### config.mk
export PLATFORM = sky130hd
export DESIGN_NAME = uec_ctrl
export DESIGN_NICKNAME = d
export VERILOG_FILES = /design/src/rtl/uec_pkg.sv /design/src/rtl/uec_mem_if.sv /design/src/rtl/uec_size_mem.sv /design/src/rtl/uec_ctrl.sv
export VERILOG_INCLUDE_DIRS = /design/src /design/src/rtl
export SDC_FILE = /design/constraint.sdc
export NUM_CORES = 1
export LEC_CHECK = 0
export BUFFER_PORTS_ARGS = -buffer_cell sky130_fd_sc_hd__buf_2
export CAP_MARGIN = 20
export CORE_MARGIN = 2
export CORE_UTILIZATION = 40
export CTS_CLUSTER_SIZE = 10
export DETAILED_ROUTE_END_ITERATION = 7
export MAX_ROUTING_LAYER = met4
export SETUP_SLACK_MARGIN = 0.3
export SYNTH_ARGS = -nofsm -noshare
export SYNTH_HDL_FRONTEND = slang
export SYNTH_SLANG_ARGS = --single-unit
### constraint.sdc
create_clock -name CLK -period 3.1 [get_ports CLK]
set_clock_uncertainty 0.2 [all_clocks]
set_input_delay 0.62 -clock CLK [delete_from_list [all_inputs] [get_ports CLK]]
set_output_delay 0.62 -clock CLK [all_outputs]
set_load 0.01 [all_outputs]
### src/rtl/uec_defines.svh
// Constants of the endpoint-0 control and index block: register indexes,
// field positions and reset values.
// Assumes inclusion by bare name from design modules and the bench.
`ifndef UEC_DEFINES_SVH
`define UEC_DEFINES_SVH

// Register indexes; the Wishbone byte address is four times the index.
`define UEC_IDX_EPIRQ_FLAG   16'hDE02
`define UEC_IDX_EPIRQ_EN     16'hDE07
`define UEC_IDX_FRAME_LOW    16'hDE0C
`define UEC_IDX_FRAME_HIGH   16'hDE0D
`define UEC_IDX_EP_INDEX     16'hDE0E
`define UEC_IDX_IN_MAX       16'hDE10
`define UEC_IDX_EP0_CS       16'hDE11

// Endpoint-0 control and status field positions.
`define UEC_CS_SETUP_CLR     7
`define UEC_CS_RXFLAG_CLR    6
`define UEC_CS_SEND_STALL    5
`define UEC_CS_SETUP_END     4
`define UEC_CS_DATA_END      3
`define UEC_CS_SENT_STALL    2
`define UEC_CS_TX_LOADED     1
`define UEC_CS_RX_WAITING    0

// Interrupt flag and enable position of endpoint 0.
`define UEC_IRQ_EP0_BIT      0

// Reset values.
`define UEC_RST_FRAME        11'h000
`define UEC_RST_INDEX        4'h0
`define UEC_RST_IN_MAX       8'h00
`define UEC_RST_IRQ_EN       1'b1
`define UEC_HIGHEST_EP       4'h5

`endif

### src/rtl/uec_pkg.sv
// Types shared by the endpoint-0 control and index block.
// Assumes uec_defines.svh is on the include path.
package uec_pkg;

    // Register selected by a bus address.
    typedef enum logic [2:0] {
        UEC_REG_NONE  = 3'b000,
        UEC_REG_FLAG  = 3'b001,
        UEC_REG_EN    = 3'b010,
        UEC_REG_FRML  = 3'b011,
        UEC_REG_FRMH  = 3'b100,
        UEC_REG_INDEX = 3'b101,
        UEC_REG_MAXI  = 3'b110,
        UEC_REG_CS0   = 3'b111
    } uec_reg_e;

    typedef logic [10:0] uec_frame_t;
    typedef logic [3:0]  uec_index_t;
    typedef logic [7:0]  uec_byte_t;

endpackage

### src/rtl/uec_mem_if.sv
// Carrier between the register block and its per-endpoint size store.
// Assumes both ends run on the same clock.
`timescale 1ns/100ps
interface uec_mem_if;
    import uec_pkg::*;

    logic        wr_en;
    uec_index_t  addr;
    uec_byte_t   wdata;
    uec_byte_t   rdata;

    modport host  (output wr_en, output addr, output wdata, input rdata);
    modport store (input wr_en, input addr, input wdata, output rdata);
endinterface

### src/rtl/uec_size_mem.sv
// Per-endpoint maximum IN packet size store, one byte per endpoint index.
// Assumes a synchronous active-high reset on the shared clock.
`timescale 1ns/100ps
module uec_size_mem
    import uec_pkg::*;
(
    input wire logic  clk,
    input wire logic  rst,
    uec_mem_if.store  mem
);
    `include "uec_defines.svh"

    uec_byte_t  cell_r [16];

    ////////////////////////////////////////////////////////////////////////
    // Each cell resets to zero and loads on a write to its index.
    genvar g;
    generate
        for (g = 0; g < 16; g++)
        begin : g_cell
            always_ff @(posedge clk)
            begin
                if (rst)
                    cell_r[g] <= `UEC_RST_IN_MAX;
                else if (mem.wr_en && mem.addr == 4'(g))
                    cell_r[g] <= mem.wdata;
            end
        end
    endgenerate

    ////////////////////////////////////////////////////////////////////////
    // Read data comes out of a register, one cycle behind the address.
    always_ff @(posedge clk)
    begin
        if (rst)
            mem.rdata <= `UEC_RST_IN_MAX;
        else
            mem.rdata <= cell_r[mem.addr];
    end

endmodule

### src/rtl/uec_ctrl.sv
// Endpoint-0 control and status, endpoint index, frame number and IN
// maximum packet size registers of a full-speed USB device controller.
// Assumes a classic Wishbone master and a packet engine on the same clock
// that reports bus events as one-cycle pulses.
//
// What this block does
// Frame number bits 10:8 read-only, reset zero.
// Frame number low byte read-only, reset zero.
// Four-bit endpoint index, software writes 0 to 5.
// Indexed eight-bit IN size, units of eight bytes.
// Software matches size to descriptor and FIFO.
// Endpoint-0 status visible when index is zero.
// Setup-end clear bit drops setup-end, self-clears.
// Receive clear bit drops receive flag, self-clears.
// Stall request ends transaction, hardware clears it.
// Premature end sets setup-end, flushes, interrupts.
// Firmware sets data-end with last packet.
// Hardware clears data-end after data stage.
// Stall sent sets flag, interrupts; firmware clears.
// Transmit-loaded cleared when sent, then interrupts.
// Stored packet sets receive flag, interrupts.
// Endpoint-0 flag sets on request, read clears.
// Enable bit, reset one, gates the interrupt.
// Frame number follows each start-of-frame token.
`timescale 1ns/100ps
module uec_ctrl
    import uec_pkg::*;
(
    input  wire logic         CLK,
    input  wire logic         RST,
    input  wire logic         WB_CYC_I,
    input  wire logic         WB_STB_I,
    input  wire logic         WB_WE_I,
    input  wire logic [17:2]  WB_ADR_I,
    input  wire logic [3:0]   WB_SEL_I,
    input  wire logic [31:0]  WB_DAT_I,
    output      logic [31:0]  WB_DAT_O,
    output      logic         WB_ACK_O,
    input  wire logic         SOF_VALID,
    input  wire logic [10:0]  SOF_FRAME,
    input  wire logic         PREMATURE_END,
    input  wire logic         STALL_SENT,
    input  wire logic         TX_PKT_SENT,
    input  wire logic         RX_PKT_STORED,
    input  wire logic         DATA_STAGE_DONE,
    output      logic         EP0_STALL_REQ,
    output      logic         EP0_TX_READY,
    output      logic         EP0_FIFO_FLUSH,
    output      logic [3:0]   EP_INDEX,
    output      logic [7:0]   EP_IN_MAX,
    output      logic         IRQ
);
    `include "uec_defines.svh"

    ////////////////////////////////////////////////////////////////////////
    // Address decode, shared by the read mux and the write strobes.
    function automatic uec_reg_e uec_decode(input logic [15:0] idx);
        case (idx)
            `UEC_IDX_EPIRQ_FLAG: uec_decode = UEC_REG_FLAG;
            `UEC_IDX_EPIRQ_EN:   uec_decode = UEC_REG_EN;
            `UEC_IDX_FRAME_LOW:  uec_decode = UEC_REG_FRML;
            `UEC_IDX_FRAME_HIGH: uec_decode = UEC_REG_FRMH;
            `UEC_IDX_EP_INDEX:   uec_decode = UEC_REG_INDEX;
            `UEC_IDX_IN_MAX:     uec_decode = UEC_REG_MAXI;
            `UEC_IDX_EP0_CS:     uec_decode = UEC_REG_CS0;
            default:             uec_decode = UEC_REG_NONE;
        endcase
    endfunction

    uec_mem_if  size_bus ();

    logic        ack_r;
    logic [31:0] dat_r;
    uec_frame_t  frame_r;
    uec_index_t  index_r;
    logic        send_stall_r;
    logic        setup_end_r;
    logic        data_end_r;
    logic        sent_stall_r;
    logic        tx_loaded_r;
    logic        rx_waiting_r;
    logic        flush_r;
    logic        ep0_flag_r;
    logic        ep0_en_r;
    logic        flag_shown_r;
    logic        irq_r;

    ////////////////////////////////////////////////////////////////////////
    // Bus phases: a request is taken on the first edge, finished on the
    // edge where the master sees the acknowledge.
    uec_reg_e    sel_reg;
    logic        wb_go;
    logic        wb_fin;
    logic        wr_fin;
    logic        rd_fin;
    logic        lane0;
    uec_byte_t   wbyte;
    assign sel_reg = uec_decode(WB_ADR_I);
    assign wb_go   = WB_CYC_I && WB_STB_I && !ack_r;
    assign wb_fin  = WB_CYC_I && WB_STB_I && ack_r;
    assign lane0   = WB_SEL_I[0];
    assign wbyte   = WB_DAT_I[7:0];
    assign wr_fin  = wb_fin && WB_WE_I && lane0;
    assign rd_fin  = wb_fin && !WB_WE_I;

    // Write strobes per register; status writes need index zero.
    logic        ep0_seen;
    logic        wr_index;
    logic        wr_maxi;
    logic        wr_en_reg;
    logic        wr_cs0;
    logic        rd_flag;
    assign ep0_seen  = (index_r == 4'h0);
    assign wr_index  = wr_fin && sel_reg == UEC_REG_INDEX;
    assign wr_maxi   = wr_fin && sel_reg == UEC_REG_MAXI;
    assign wr_en_reg = wr_fin && sel_reg == UEC_REG_EN;
    assign wr_cs0    = wr_fin && sel_reg == UEC_REG_CS0 && ep0_seen;
    assign rd_flag   = rd_fin && sel_reg == UEC_REG_FLAG;

    // Individual control bits written to the status register.
    logic        w_setup_clr;
    logic        w_rx_clr;
    logic        w_stall;
    logic        w_data_end;
    logic        w_tx_load;
    assign w_setup_clr = wr_cs0 && wbyte[`UEC_CS_SETUP_CLR];
    assign w_rx_clr    = wr_cs0 && wbyte[`UEC_CS_RXFLAG_CLR];
    assign w_stall     = wr_cs0 && wbyte[`UEC_CS_SEND_STALL];
    assign w_data_end  = wr_cs0 && wbyte[`UEC_CS_DATA_END];
    assign w_tx_load   = wr_cs0 && wbyte[`UEC_CS_TX_LOADED];

    ////////////////////////////////////////////////////////////////////////
    // Next values of the endpoint-0 status bits; hardware events win over
    // software clears, software sets win over hardware clears.
    logic        setup_end_nxt;
    logic        rx_waiting_nxt;
    logic        send_stall_nxt;
    logic        data_end_nxt;
    logic        sent_stall_nxt;
    logic        tx_loaded_nxt;
    logic        ep0_event;
    logic        ep0_flag_nxt;
    logic        ep0_en_nxt;
    assign setup_end_nxt  = PREMATURE_END ||
                            (setup_end_r && !w_setup_clr);
    assign rx_waiting_nxt = RX_PKT_STORED ||
                            (rx_waiting_r && !w_rx_clr);
    assign send_stall_nxt = w_stall ||
                            (send_stall_r && !STALL_SENT);
    assign data_end_nxt   = w_data_end ||
                            (data_end_r && !DATA_STAGE_DONE);
    assign sent_stall_nxt = STALL_SENT ||
                            (wr_cs0 ? wbyte[`UEC_CS_SENT_STALL]
                                    : sent_stall_r);
    assign tx_loaded_nxt  = w_tx_load ||
                            (tx_loaded_r && !TX_PKT_SENT);
    assign ep0_event      = PREMATURE_END || STALL_SENT ||
                            TX_PKT_SENT || RX_PKT_STORED;
    assign ep0_flag_nxt   = ep0_event ||
                            (ep0_flag_r &&
                             !(rd_flag && flag_shown_r));
    assign ep0_en_nxt     = wr_en_reg ? wbyte[`UEC_IRQ_EP0_BIT]
                                      : ep0_en_r;

    ////////////////////////////////////////////////////////////////////////
    // Read mux; reserved and unmapped bits read as zero.
    uec_byte_t   cs0_byte;
    uec_byte_t   rd_byte;
    assign cs0_byte = {2'b00, send_stall_r, setup_end_r, data_end_r,
                       sent_stall_r, tx_loaded_r, rx_waiting_r};
    always_comb
    begin
        case (sel_reg)
            UEC_REG_FLAG:  rd_byte = {7'h00, ep0_flag_r};
            UEC_REG_EN:    rd_byte = {7'h00, ep0_en_r};
            UEC_REG_FRML:  rd_byte = frame_r[7:0];
            UEC_REG_FRMH:  rd_byte = {5'h00, frame_r[10:8]};
            UEC_REG_INDEX: rd_byte = {4'h0, index_r};
            UEC_REG_MAXI:  rd_byte = size_bus.rdata;
            UEC_REG_CS0:   rd_byte = ep0_seen ? cs0_byte : 8'h00;
            default:       rd_byte = 8'h00;
        endcase
    end

    ////////////////////////////////////////////////////////////////////////
    // Wishbone answer: acknowledge one cycle after the request is taken,
    // dropped in the cycle after.
    always_ff @(posedge CLK)
    begin
        if (RST)
        begin
            ack_r        <= 1'b0;
            dat_r        <= 32'h0000_0000;
            flag_shown_r <= 1'b0;
        end
        else
        begin
            ack_r <= wb_go;
            if (wb_go)
            begin
                dat_r        <= {24'h00_0000, rd_byte};
                flag_shown_r <= ep0_flag_r;
            end
        end
    end

    ////////////////////////////////////////////////////////////////////////
    // Frame number follows each start-of-frame token.
    always_ff @(posedge CLK)
    begin
        if (RST)
            frame_r <= `UEC_RST_FRAME;
        else if (SOF_VALID)
            frame_r <= SOF_FRAME;
    end

    // Endpoint index register; values above five are the writer's fault.
    always_ff @(posedge CLK)
    begin
        if (RST)
            index_r <= `UEC_RST_INDEX;
        else if (wr_index)
            index_r <= wbyte[3:0];
    end

    ////////////////////////////////////////////////////////////////////////
    // Endpoint-0 status bits, flush pulse, interrupt flag, enable and line.
    always_ff @(posedge CLK)
    begin
        if (RST)
        begin
            setup_end_r  <= 1'b0;
            rx_waiting_r <= 1'b0;
            send_stall_r <= 1'b0;
            data_end_r   <= 1'b0;
            sent_stall_r <= 1'b0;
            tx_loaded_r  <= 1'b0;
            flush_r      <= 1'b0;
            ep0_flag_r   <= 1'b0;
            ep0_en_r     <= `UEC_RST_IRQ_EN;
            irq_r        <= 1'b0;
        end
        else
        begin
            setup_end_r  <= setup_end_nxt;
            rx_waiting_r <= rx_waiting_nxt;
            send_stall_r <= send_stall_nxt;
            data_end_r   <= data_end_nxt;
            sent_stall_r <= sent_stall_nxt;
            tx_loaded_r  <= tx_loaded_nxt;
            flush_r      <= PREMATURE_END;
            ep0_flag_r   <= ep0_flag_nxt;
            ep0_en_r     <= ep0_en_nxt;
            irq_r        <= ep0_flag_nxt && ep0_en_nxt;
        end
    end

    ////////////////////////////////////////////////////////////////////////
    // Per-endpoint IN size store, addressed by the endpoint index.
    assign size_bus.wr_en = wr_maxi;
    assign size_bus.addr  = index_r;
    assign size_bus.wdata = wbyte;

    uec_size_mem u_size_mem (
        .clk (CLK),
        .rst (RST),
        .mem (size_bus)
    );

    // Outputs.
    assign WB_DAT_O       = dat_r;
    assign WB_ACK_O       = ack_r;
    assign EP0_STALL_REQ  = send_stall_r;
    assign EP0_TX_READY   = tx_loaded_r;
    assign EP0_FIFO_FLUSH = flush_r;
    assign EP_INDEX       = index_r;
    assign EP_IN_MAX      = size_bus.rdata;
    assign IRQ            = irq_r;
endmodule

==> reports/summary.txt, run 1 <==
status - completed
initial antenna violation count - 0
crit end category - flop
CTS tree - yes
# port buffers - 71
setup slack, reg-to-reg - 0.70 ns
routed length on met1 - 8286 um
Crit path arrival time - 2.74 ns
Final Wtd Congestion - 0.8347
crit start category - primary input
Top Ports - 123
Max-Cap Viols - 0
ANT cells - 0
RR Endpoint - u_size_mem.cell_r[14][5]
DRT Wirelength - 19250 um
crit share post-route - 84.43%
Worst Hold Launch - SOF_FRAME[8]
starting density of the core - 40.95%
Worst-Margin Slew - 0.6560 ns
Worst-path clk slew - 0.07 ns
Synth top area share - 47.92%
Cells after DPL - 956
Setup TNS - 0 ns
YS warnings - 0
Pwr Density - 515.0 nW/um^2
Area contributors post-synth - edfxtp_1 (48%), mux4_2 (11%), dfxtp_1 (11%)
Pins Over Slew Limit - 0
DR WL met3 - 1066 um
Root Driver - clkbuf_16
Final Critical Period - 2.617 ns
Clock Tree Buf Depth - 2
#FFs+latches synth - 171
Final Worst Setup Slack - 0.4828 ns
P_leak - 3.515 nW
Peak supply drop - 0.5223 mV
top_reg_cell synth - edfxtp_1
slew margin rel. - 55.80%
remaining antenna violation count - 0
post-placement setup slack - 0.02952 ns
Setup Fix Bufs, Post-CTS - 0
RSZ-0062 raised after global routing - no
cell row count - 51
Die H - 145.6 um
cell accounting for the most synthesized area - edfxtp_1
syn_area_per_cell - 13.41 um^2
drt pass-1 iters - 5
core footprint - 19590 um^2
setup violators final - 0
Seq. cell area - 4710 um^2
GRT Total Usage - 19.35%
share of post-route cells with drive strength above 1 - 29.32%
Layout Cells excl Fill - 988
Netlist cell types - 53
final hold viol count - 0
r2r worst-path depth - 6
highest metal used - met4
synth-to-layout area growth - 18.23%
DRC - 0
pin count of the biggest net entering global routing - 39
Worst Hold Class - in2reg
Netlist Area Pre-Place - 8021 um^2
First DRT Iteration DRCs - 436
Syn Inst Count - 598
Via density - 5.206
fmax - 382.1 MHz
CP Max Fanout - 7
Fill cells - 1728
Nets - 784
gr ovfl total - 0
Hold Path End - frame_r[8]
# clock sinks - 171
EDFF count, synth - 128
WL/cell - 19.49 um
global-route wire length before repair - 29870 um
sequential share of the synthesized area - 58.65%
met2 WL - 9640 um
H-tree Lvls - 4
die width - 145.6 um
vias in the first global route - 5291
Clk Latency, worst-skew pair - 0.43 ns
vias - 5144
Inserted Clock Buffers - 17
Detail Placement HPWL - 13130 um
die area - 21200 um^2
FFs w/ async S/R, synth - 0%
hold path depth - 3
critical path class - in2reg
Multi-input gate area - 3092 um^2
Crit path required time - 3.23 ns
RR Startpoint - WB_ACK_O
## final cells by class
cell class                      instances  area share [%]
Inverter                                1         0.03958
Clock buffer                           18           4.525
Sequential cell                       171           49.66
Clock inverter                         14           1.451
Timing Repair Buffer                  126           8.232
Multi-Input combinational cell        393           32.60
Tap cell                              265           3.496
## metrics by stage
step           total power [mW]  hold slack [ns]  cell area, um^2  util (%)
5_1_grt                   5.040           0.2171             9484     48.41
3_3_place_gp              2.872           0.2390             8915     45.51
4_1_cts                   4.918           0.2126             9482     48.40
3_5_place_dp              2.884           0.2537             8915     45.51
6_report                  4.885           0.2342             9484     48.41
2_1_floorplan             2.774           0.2510             8108         -
## cell usage in the layout, fill, tap and decap left out, drive strengths merged, types with 2 or more instances in the layout
master	netlist	routed
nand2b	3	3
and2	131	131
o21ai	8	8
a211oi	2	2
nor2	35	35
o21bai	17	17
a221o	2	2
nand3	8	8
clkbuf	25	18
nor4	3	3
or4b	3	3
buf	31	126
nand2	24	24
nand4b	3	3
nand4	2	2
nor4b	2	2
inv	1	7
or2	3	3
mux4	40	40
nor2b	15	15
a21oi	13	13
conb	1	24
dfxtp	43	43
and3	4	4
a221oi	5	5
nor3	10	10
clkinv	0	7
a22oi	4	4
a222oi	2	2
mux2i	16	16
nand3b	2	2
edfxtp	128	128
## critical path: stages
cell and delay, ns:
buf_2 0.11, buf_4 0.15, or4b_1 0.55, a21o_1 0.27
nor3_1 0.26, nor2b_1 0.36, a221oi_1 0.15, a221oi_1 0.28
## timing repair
item | 4_1_cts | 5_1_grt
setup endpoints to repair | 0 | 8
hold buffers | 0 | 0
resized for setup | 0 | 1
hold endpoints to repair | 0 | 0
## worst max path at each step
stage                start                        to  depth (start not counted)
2_1_floorplan  WB_ADR_I[6]  u_size_mem.cell_r[13][0]                          5
3_3_place_gp   WB_ADR_I[3]  u_size_mem.cell_r[15][7]                          8
3_5_place_dp   WB_ADR_I[3]  u_size_mem.cell_r[14][7]                          8
4_1_cts        EP_INDEX[1]  u_size_mem.cell_r[14][4]                          4
5_1_grt        WB_ADR_I[5]               EP_INDEX[0]                          9
6_report       WB_ADR_I[5]               WB_DAT_O[2]                          8
## layer usage
metal / vias to the layer above / global-route usage (%)
li1: 2387 / -
met1: 2588 / 24.52
met2: 151 / 31.47
met3: 18 / 4.545
met4: 0 / 5.147
met5: - / -
## cells in the mapped netlist (all sizes together) (3+ instances only)
library cell	n
a221oi	5
mux2i	16
mux4	40
nand3	8
and3	4
or4b	3
o21bai	17
or2	3
edfxtp	128
nand2b	3
nand2	24
and2	131
buf	31
a21oi	13
clkbuf	25
nor3	10
nor2b	15
dfxtp	43
nor4	3
nand4b	3
o21ai	8
nor2	35
a22oi	4
## registers in the layout, indices dropped and copies added, names as in the netlist, 4 cells and up
register	cells
u_size_mem.cell_r	128
u_size_mem.mem.rdata	8
WB_DAT_O	8
EP_INDEX	4
frame_r	11
## logic make-up after synthesis
family                    Yosys count  synth area share [%]
xor gates and xnor gates            1                0.1092
other                               1               0.04675
AOI/OAI and AO/OA                  60                 5.678
and+or+nand+nor                   252                 18.41
buffers and inverters              57                 3.884
muxes                              56                 13.23
DFF                               171                 58.65
## power by group
group          total (mW)  internal [mW]  switching [mW]
sequential           2.57           2.54          0.0285
combinational       0.259         0.0996           0.160
clock                2.05           1.13           0.927
No activity file was read; power rests on OpenSTA's default activity.
==> run 2, diff against run 1 <==
- ABC_AREA: default -> 1
- clock period: 3.1 -> 2.2 ns (I/O delays scaled with it)
==> reports/summary.txt, run 2 <==
Internal - 5.392 mW
Area contributors post-synth - edfxtp_1 (50%), dfxtp_1 (11%), nor2_1 (8.5%)
sequential share of the synthesized area - 61.15%
post-placement setup slack - -0.3445 ns
Netlist Area Pre-Place - 7694 um^2
ANT cells - 0
slowest stage cell, crit path - o21ai_4
Nets - 1002
Pins Over Slew Limit - 0
core footprint - 18770 um^2
Via density - 5.271
GRT Total Usage - 21.64%
H-tree Lvls - 4
final core area utilization - 54.57%
Pwr Density - 677.6 nW/um^2
WL/cell - 17.91 um
top_reg_cell synth - edfxtp_1
#FFs+latches synth - 171
share of post-route cells with drive strength above 1 - 31.67%
die width - 142.7 um
global-route wire length before repair - 32330 um
post-route cell area - 10240 um^2
initial antenna violation count - 0
Peak supply drop - 0.4481 mV
crit share post-route - 91.40%
synth cell count leaders - nor2_1 (174), edfxtp_1 (128), nand2_1 (76)
cell row count - 50
CTS tree - yes
worst hold slack - 0.03888 ns
crit-path cells - buf_4 > nor2_2 > nand2_1 > nor2_2 > nand2_2 > nand2_2 > nand3_2 > nor2_4 > buf_12 > nand2_8 > o21ai_4
Crit path arrival time - 1.91 ns
Max-Cap Viols - 0
P_leak - 4.106 nW
DRT Wirelength - 21050 um
drt pass-1 iters - 4
Final Worst Setup Slack - 0.1892 ns
Root Driver - clkbuf_16
Crit path required time - 2.10 ns
DRC - 0
Syn Inst Count - 779
CP Buf/Inv Count - 2
Final Critical Period - 2.011 ns
final hold viol count - 0
sequential share of power - 51.8%
met2 WL - 9891 um
pin count of the biggest net entering global routing - 23
Top Ports - 123
Fill cells - 1654
crit start category - primary input
cell accounting for the most synthesized area - edfxtp_1
vias in the first global route - 5912
FFs w/ async S/R, synth - 0%
Layout Cells excl Fill - 1175
Netlist cell types - 26
most common cell after layout, fill and taps aside - nor2_1
status - completed
Worst-path clk slew - 0.07 ns
EDFF count, synth - 128
clock network fraction of total power - 41.9%
# port buffers - 71
power share of the combinational group - 6.2%
largest registers - u_size_mem.cell_r: 128 flops, frame_r: 11 flops
gr ovfl total - 0
max FFs per register - 128
Setup TNS - 0 ns
Detail Placement HPWL - 14360 um
# clock sinks - 171
routed length on met1 - 9528 um
starting density of the core - 40.99%
Worst Hold Class - in2reg
syn_area_per_cell - 9.876 um^2
First DRT Iteration DRCs - 446
Cells after DPL - 1121
setup violators final - 0
Sw Pwr - 1.548 mW
commonest cells after routing, fill and taps aside - nor2_1 (143), edfxtp_1 (128), buf_4 (74)
register with the most flip-flops - u_size_mem.cell_r
CP max stage delay - 0.30 ns
RSZ-0062 raised after global routing - yes
critical path class - in2reg
vias - 6193
remaining antenna violation count - 0
fmax - 497.3 MHz
slew margin rel. - 51.28%
Final Wtd Congestion - 0.8806
Worst-Margin Slew - 0.7263 ns
Die H - 142.7 um
die area - 20360 um^2
crit end category - flop
Inserted Clock Buffers - 17
DR WL met3 - 1088 um
Clk Latency, worst-skew pair - 0.42 ns
YS warnings - 0
most common cell in the netlist - nor2_1
Tot Pwr - 6.940 mW
critical path's top delay family - simple AND/OR/NAND/NOR gates
Clock Tree Buf Depth - 2
synth-to-layout area growth - 33.13%
highest metal used - met4
Post-DP Area - 9075 um^2
Synth top area share - 49.96%
CP Max Fanout - 8
switch share - 22.31%
## run 2: changes by cell type after synthesis, moves of 48 or more
cell     delta
nor2_1    +139
and2_1    -131
a22oi_1    +60
nand2_1    +52
a21oi_1    +48
o21ai_0    +48
## run 2: kinds of logic (layout without fill, tap and decap cells)
group | count (synthesis) | after routing | share of synthesized area (%)
AOI/OAI and AO/OA | 182 | 182 | 13.97
buffers and inverters | 112 | 251 | 6.847
DFF | 171 | 171 | 61.15
and+or+nand+nor | 313 | 313 | 17.99
other | 1 | 24 | 0.04874
## run 2: power groups by stage
stage	registers [mW]	logic [mW]	clock network, mW
finish	3.60	0.433	2.91
global route	3.61	0.472	3.09
CTS	3.60	0.418	2.94
detailed placement	3.67	0.382	0
global placement	3.66	0.378	0
floorplan	3.66	0.230	0
## run 2: worst reg2reg max path, stage by stage, from the launching register on
cell and delay [ns]:
dfxtp_4 0.39, inv_1 0.08, nand2_2 0.11, clkinv_2 0.09
bufbuf_16 0.30, a22oi_2 0.16, a21oi_1 0.08, o21ai_1 0.23
a21oi_1 0.14
## run 2: cell type report
type	instances	area (um^2)	area share, %
multi-input combinational	519	3022	29.50
sequential	171	4712	46.01
timing repair inverter	1	5.005	0.04886
inverter	50	206.4	2.016
clock inverter	14	145.1	1.417
clock buffer	18	429.2	4.190
tap	234	292.8	2.859
timing repair buffer	168	1430	13.96
## run 2: what timing repair did
action	4_1_cts	5_1_grt
buffers inserted	9	9
gates cloned	3	1
pin swaps	23	25
gates resized for setup	42	56
hold buffers	0	0
endpoints found under the setup margin	195	227
## run 2: layer usage
metal,global-route usage [%],vias to the layer above
li1,-,2990
met1,28.63,2964
met2,34.08,203
met3,3.924,36
met4,6.879,0
met5,-,-
## run 2: final timing paths
check        depth (start not counted)                 endpoint  slack (ns)         start
max                                 11  u_size_mem.cell_r[3][5]        0.19   WB_ADR_I[4]
min                                  3               frame_r[2]        0.04  SOF_FRAME[2]
max reg2reg                          8  u_size_mem.mem.rdata[2]        0.27   EP_INDEX[0]
min reg2reg                          2               frame_r[6]        0.26    frame_r[6]
==> run 3, diff against run 2 <==
- SYNTH_HIERARCHICAL: default -> 1
==> reports/summary.txt, run 3 <==
Pwr Density - 651.6 nW/um^2
Compound-Gate Fraction of Synth Area - 3.128%
Die H - 148.2 um
cell accounting for the most synthesized area - edfxtp_1
pin count of the biggest net entering global routing - 49
commonest cells after routing, fill and taps aside - nand2_1 (398), edfxtp_1 (128), nor2_1 (98)
fmax - 458.7 MHz
global-route wire length before repair - 34600 um
Tot Pwr - 7.104 mW
core footprint - 20300 um^2
crit path from - WB_ADR_I[10]
switch share - 24.29%
Top Ports - 123
GRT Total Usage - 21.12%
Inserted Clock Buffers - 17
WL/cell - 15.68 um
status - completed
RSZ-0062 raised after global routing - yes
P_leak - 4.761 nW
Clk Latency, worst-skew pair - 0.43 ns
clock network fraction of total power - 42.7%
YS warnings - 6
setup slack, reg-to-reg - 0.03 ns
Syn Inst Count - 1024
gr ovfl total - 0
First DRT Iteration DRCs - 384
Nets - 1217
crit share post-route - 99.10%
synth cell count leaders - nand2_1 (411), nor2_1 (195), edfxtp_1 (128)
Worst Hold Class - in2reg
register with the most flip-flops - u_size_mem/cell_r
DRC - 0
setup violators final - 0
Peak supply drop - 0.5083 mV
final hold viol count - 0
# clock sinks - 171
CTS tree - yes
top_reg_cell synth - edfxtp_1
crit start category - primary input
starting density of the core - 40.99%
final core area utilization - 53.71%
syn_area_per_cell - 8.125 um^2
Netlist Area Pre-Place - 8320 um^2
RR Startpoint - WB_ACK_O
Setup TNS - 0 ns
drt pass-1 iters - 5
Area contributors post-synth - edfxtp_1 (46%), nand2_1 (19%), dfxtp_1 (10%)
Sw Pwr - 1.726 mW
initial antenna violation count - 0
Final Wtd Congestion - 0.8784
Crit path required time - 2.13 ns
Max-Cap Viols - 0
FFs w/ async S/R, synth - 0%
simple-gate share of the synthesized area - 33.14%
most common cell after layout, fill and taps aside - nand2_1
critical path class - in2reg
Root Driver - clkbuf_16
Crit path arrival time - 2.11 ns
Netlist cell types - 32
crit end category - flop
share of post-route cells with drive strength above 1 - 30.88%
mux cell area share after synthesis - 0.1203%
remaining antenna violation count - 0
vias in the first global route - 6624
CP endpoint - u_size_mem/cell_r[5][4]
cell row count - 52
sequential share of the synthesized area - 56.54%
power share of the combinational group - 6.7%
Pins Over Slew Limit - 0
vias - 7021
Fill cells - 1876
max FFs per register - 128
H-tree Lvls - 4
Via density - 4.924
Adder-Cell Fraction of Synth Area - 0%
DRT Wirelength - 22360 um
Synth top area share - 46.20%
synth-to-layout area growth - 31.04%
Final Critical Period - 2.180 ns
ANT cells - 0
die area - 21970 um^2
sequential share of power - 50.6%
die width - 148.2 um
Internal - 5.378 mW
XOR/XNOR Fraction of Synth Area - 0%
Multi-input gate area - 3882 um^2
main combinational cell family by area after synthesis - simple AND/OR/NAND/NOR gates
post-route cell area - 10900 um^2
# port buffers - 71
Clock Tree Buf Depth - 2
RR Endpoint - u_size_mem/cell_r[5][4]
r2r worst-path depth - 10
largest registers - u_size_mem/cell_r: 128 flops, frame_r: 11 flops
most common cell in the netlist - nand2_1
#FFs+latches synth - 171
Post-DP Area - 9414 um^2
Worst-path clk slew - 0.07 ns
EDFF count, synth - 128
Detail Placement HPWL - 15060 um
CP Max Fanout - 8
Seq. cell area - 4710 um^2
-- run 3: changes by cell type after synthesis, moves of 4 or more --
cell / previous run / this run
a22oi_1: 64 / 0
nor2_4: 0 / 5
nand3_1: 30 / 44
buf_2: 4 / 20
nand4_4: 6 / 0
nand3_2: 0 / 5
nand4_1: 14 / 6
a21oi_1: 61 / 18
clkbuf_1: 26 / 20
o21ai_0: 56 / 27
buf_1: 6 / 2
nor2_1: 174 / 195
nand2_1: 76 / 411
-- run 3: worst max-delay path: stages --
cell and delay (ns):
buf_8 0.10, clkinv_8 0.03, nand4_1 0.12, nor2_4 0.18, o2111ai_2 0.12, nand2_1 0.10, nand3_2 0.10, nor2_4 0.18
buf_6 0.12, buf_6 0.09, nand2_4 0.07, buf_6 0.14, o21ai_2 0.14, buf_6 0.17
-- run 3: through the flow --
stage | worst slack (ns) | cells | hold WS (ns)
3_5_place_dp | -0.5377 | 1385 | 0.2562
3_3_place_gp | -0.5173 | 1385 | 0.2498
4_1_cts | 0.04713 | 1420 | 0.01914
2_1_floorplan | -0.3459 | 1047 | 0.2288
6_report | 0.01986 | 1426 | 0.03168
5_1_grt | -0.06382 | 1426 | 0.02132
-- run 3: worst min path at each step --
stage,depth (start not counted),start,endpoint
3_5_place_dp,2,WB_DAT_O[3],WB_DAT_O[3]
4_1_cts,3,SOF_FRAME[0],frame_r[0]
2_1_floorplan,2,frame_r[6],frame_r[6]
3_3_place_gp,2,WB_DAT_O[0],WB_DAT_O[0]
6_report,3,SOF_FRAME[0],frame_r[0]
5_1_grt,3,SOF_FRAME[2],frame_r[2]
-- run 3: layout make-up --
type,count,area share (%)
repair buffers,147,10.50
clock inverters,12,1.067
flip-flops and latches,171,43.19
well taps,270,3.098
inverters,50,2.043
multi-input cells,756,35.61
clock buffers,20,4.487
-- run 3: kinds of logic (layout without fill, tap and decap cells) --
group                  count (synthesis)  in the layout
and+or+nand+nor                      681            681
muxes                                  1              1
DFF                                  171            171
AOI/OAI and AO/OA                     50             50
buffers and inverters                120            229
other                                  1             24
-- run 3: power groups by stage --
stage          clock (mW)  combinational, mW  sequential (mW)
2_1_floorplan           0              0.260             3.66
3_3_place_gp            0              0.416             3.67
3_5_place_dp            0              0.418             3.67
4_1_cts              3.07              0.447             3.60
5_1_grt              3.20              0.524             3.61
6_report             3.03              0.477             3.60
-- run 3: what timing repair did --
item | in CTS | in global routing
endpoints found under the setup margin | 265 | 261
hold buffers | 0 | 0
pin swaps | 21 | 13
setup buffers | 3 | 6
gates resized for setup | 77 | 138
-- run 3: per-layer routing --
| metal | track usage, % | share of wire [%] | vias to the layer above |
|---|---|---|---|
| met2 | 34.33 | 49 | 198 |
| met1 | 27.15 | 44 | 3328 |
| met5 | - | 0 | - |
| met3 | 3.681 | 4.9 | 38 |
| li1 | - | - | 3457 |
| met4 | 6.571 | 2.2 | 0 |
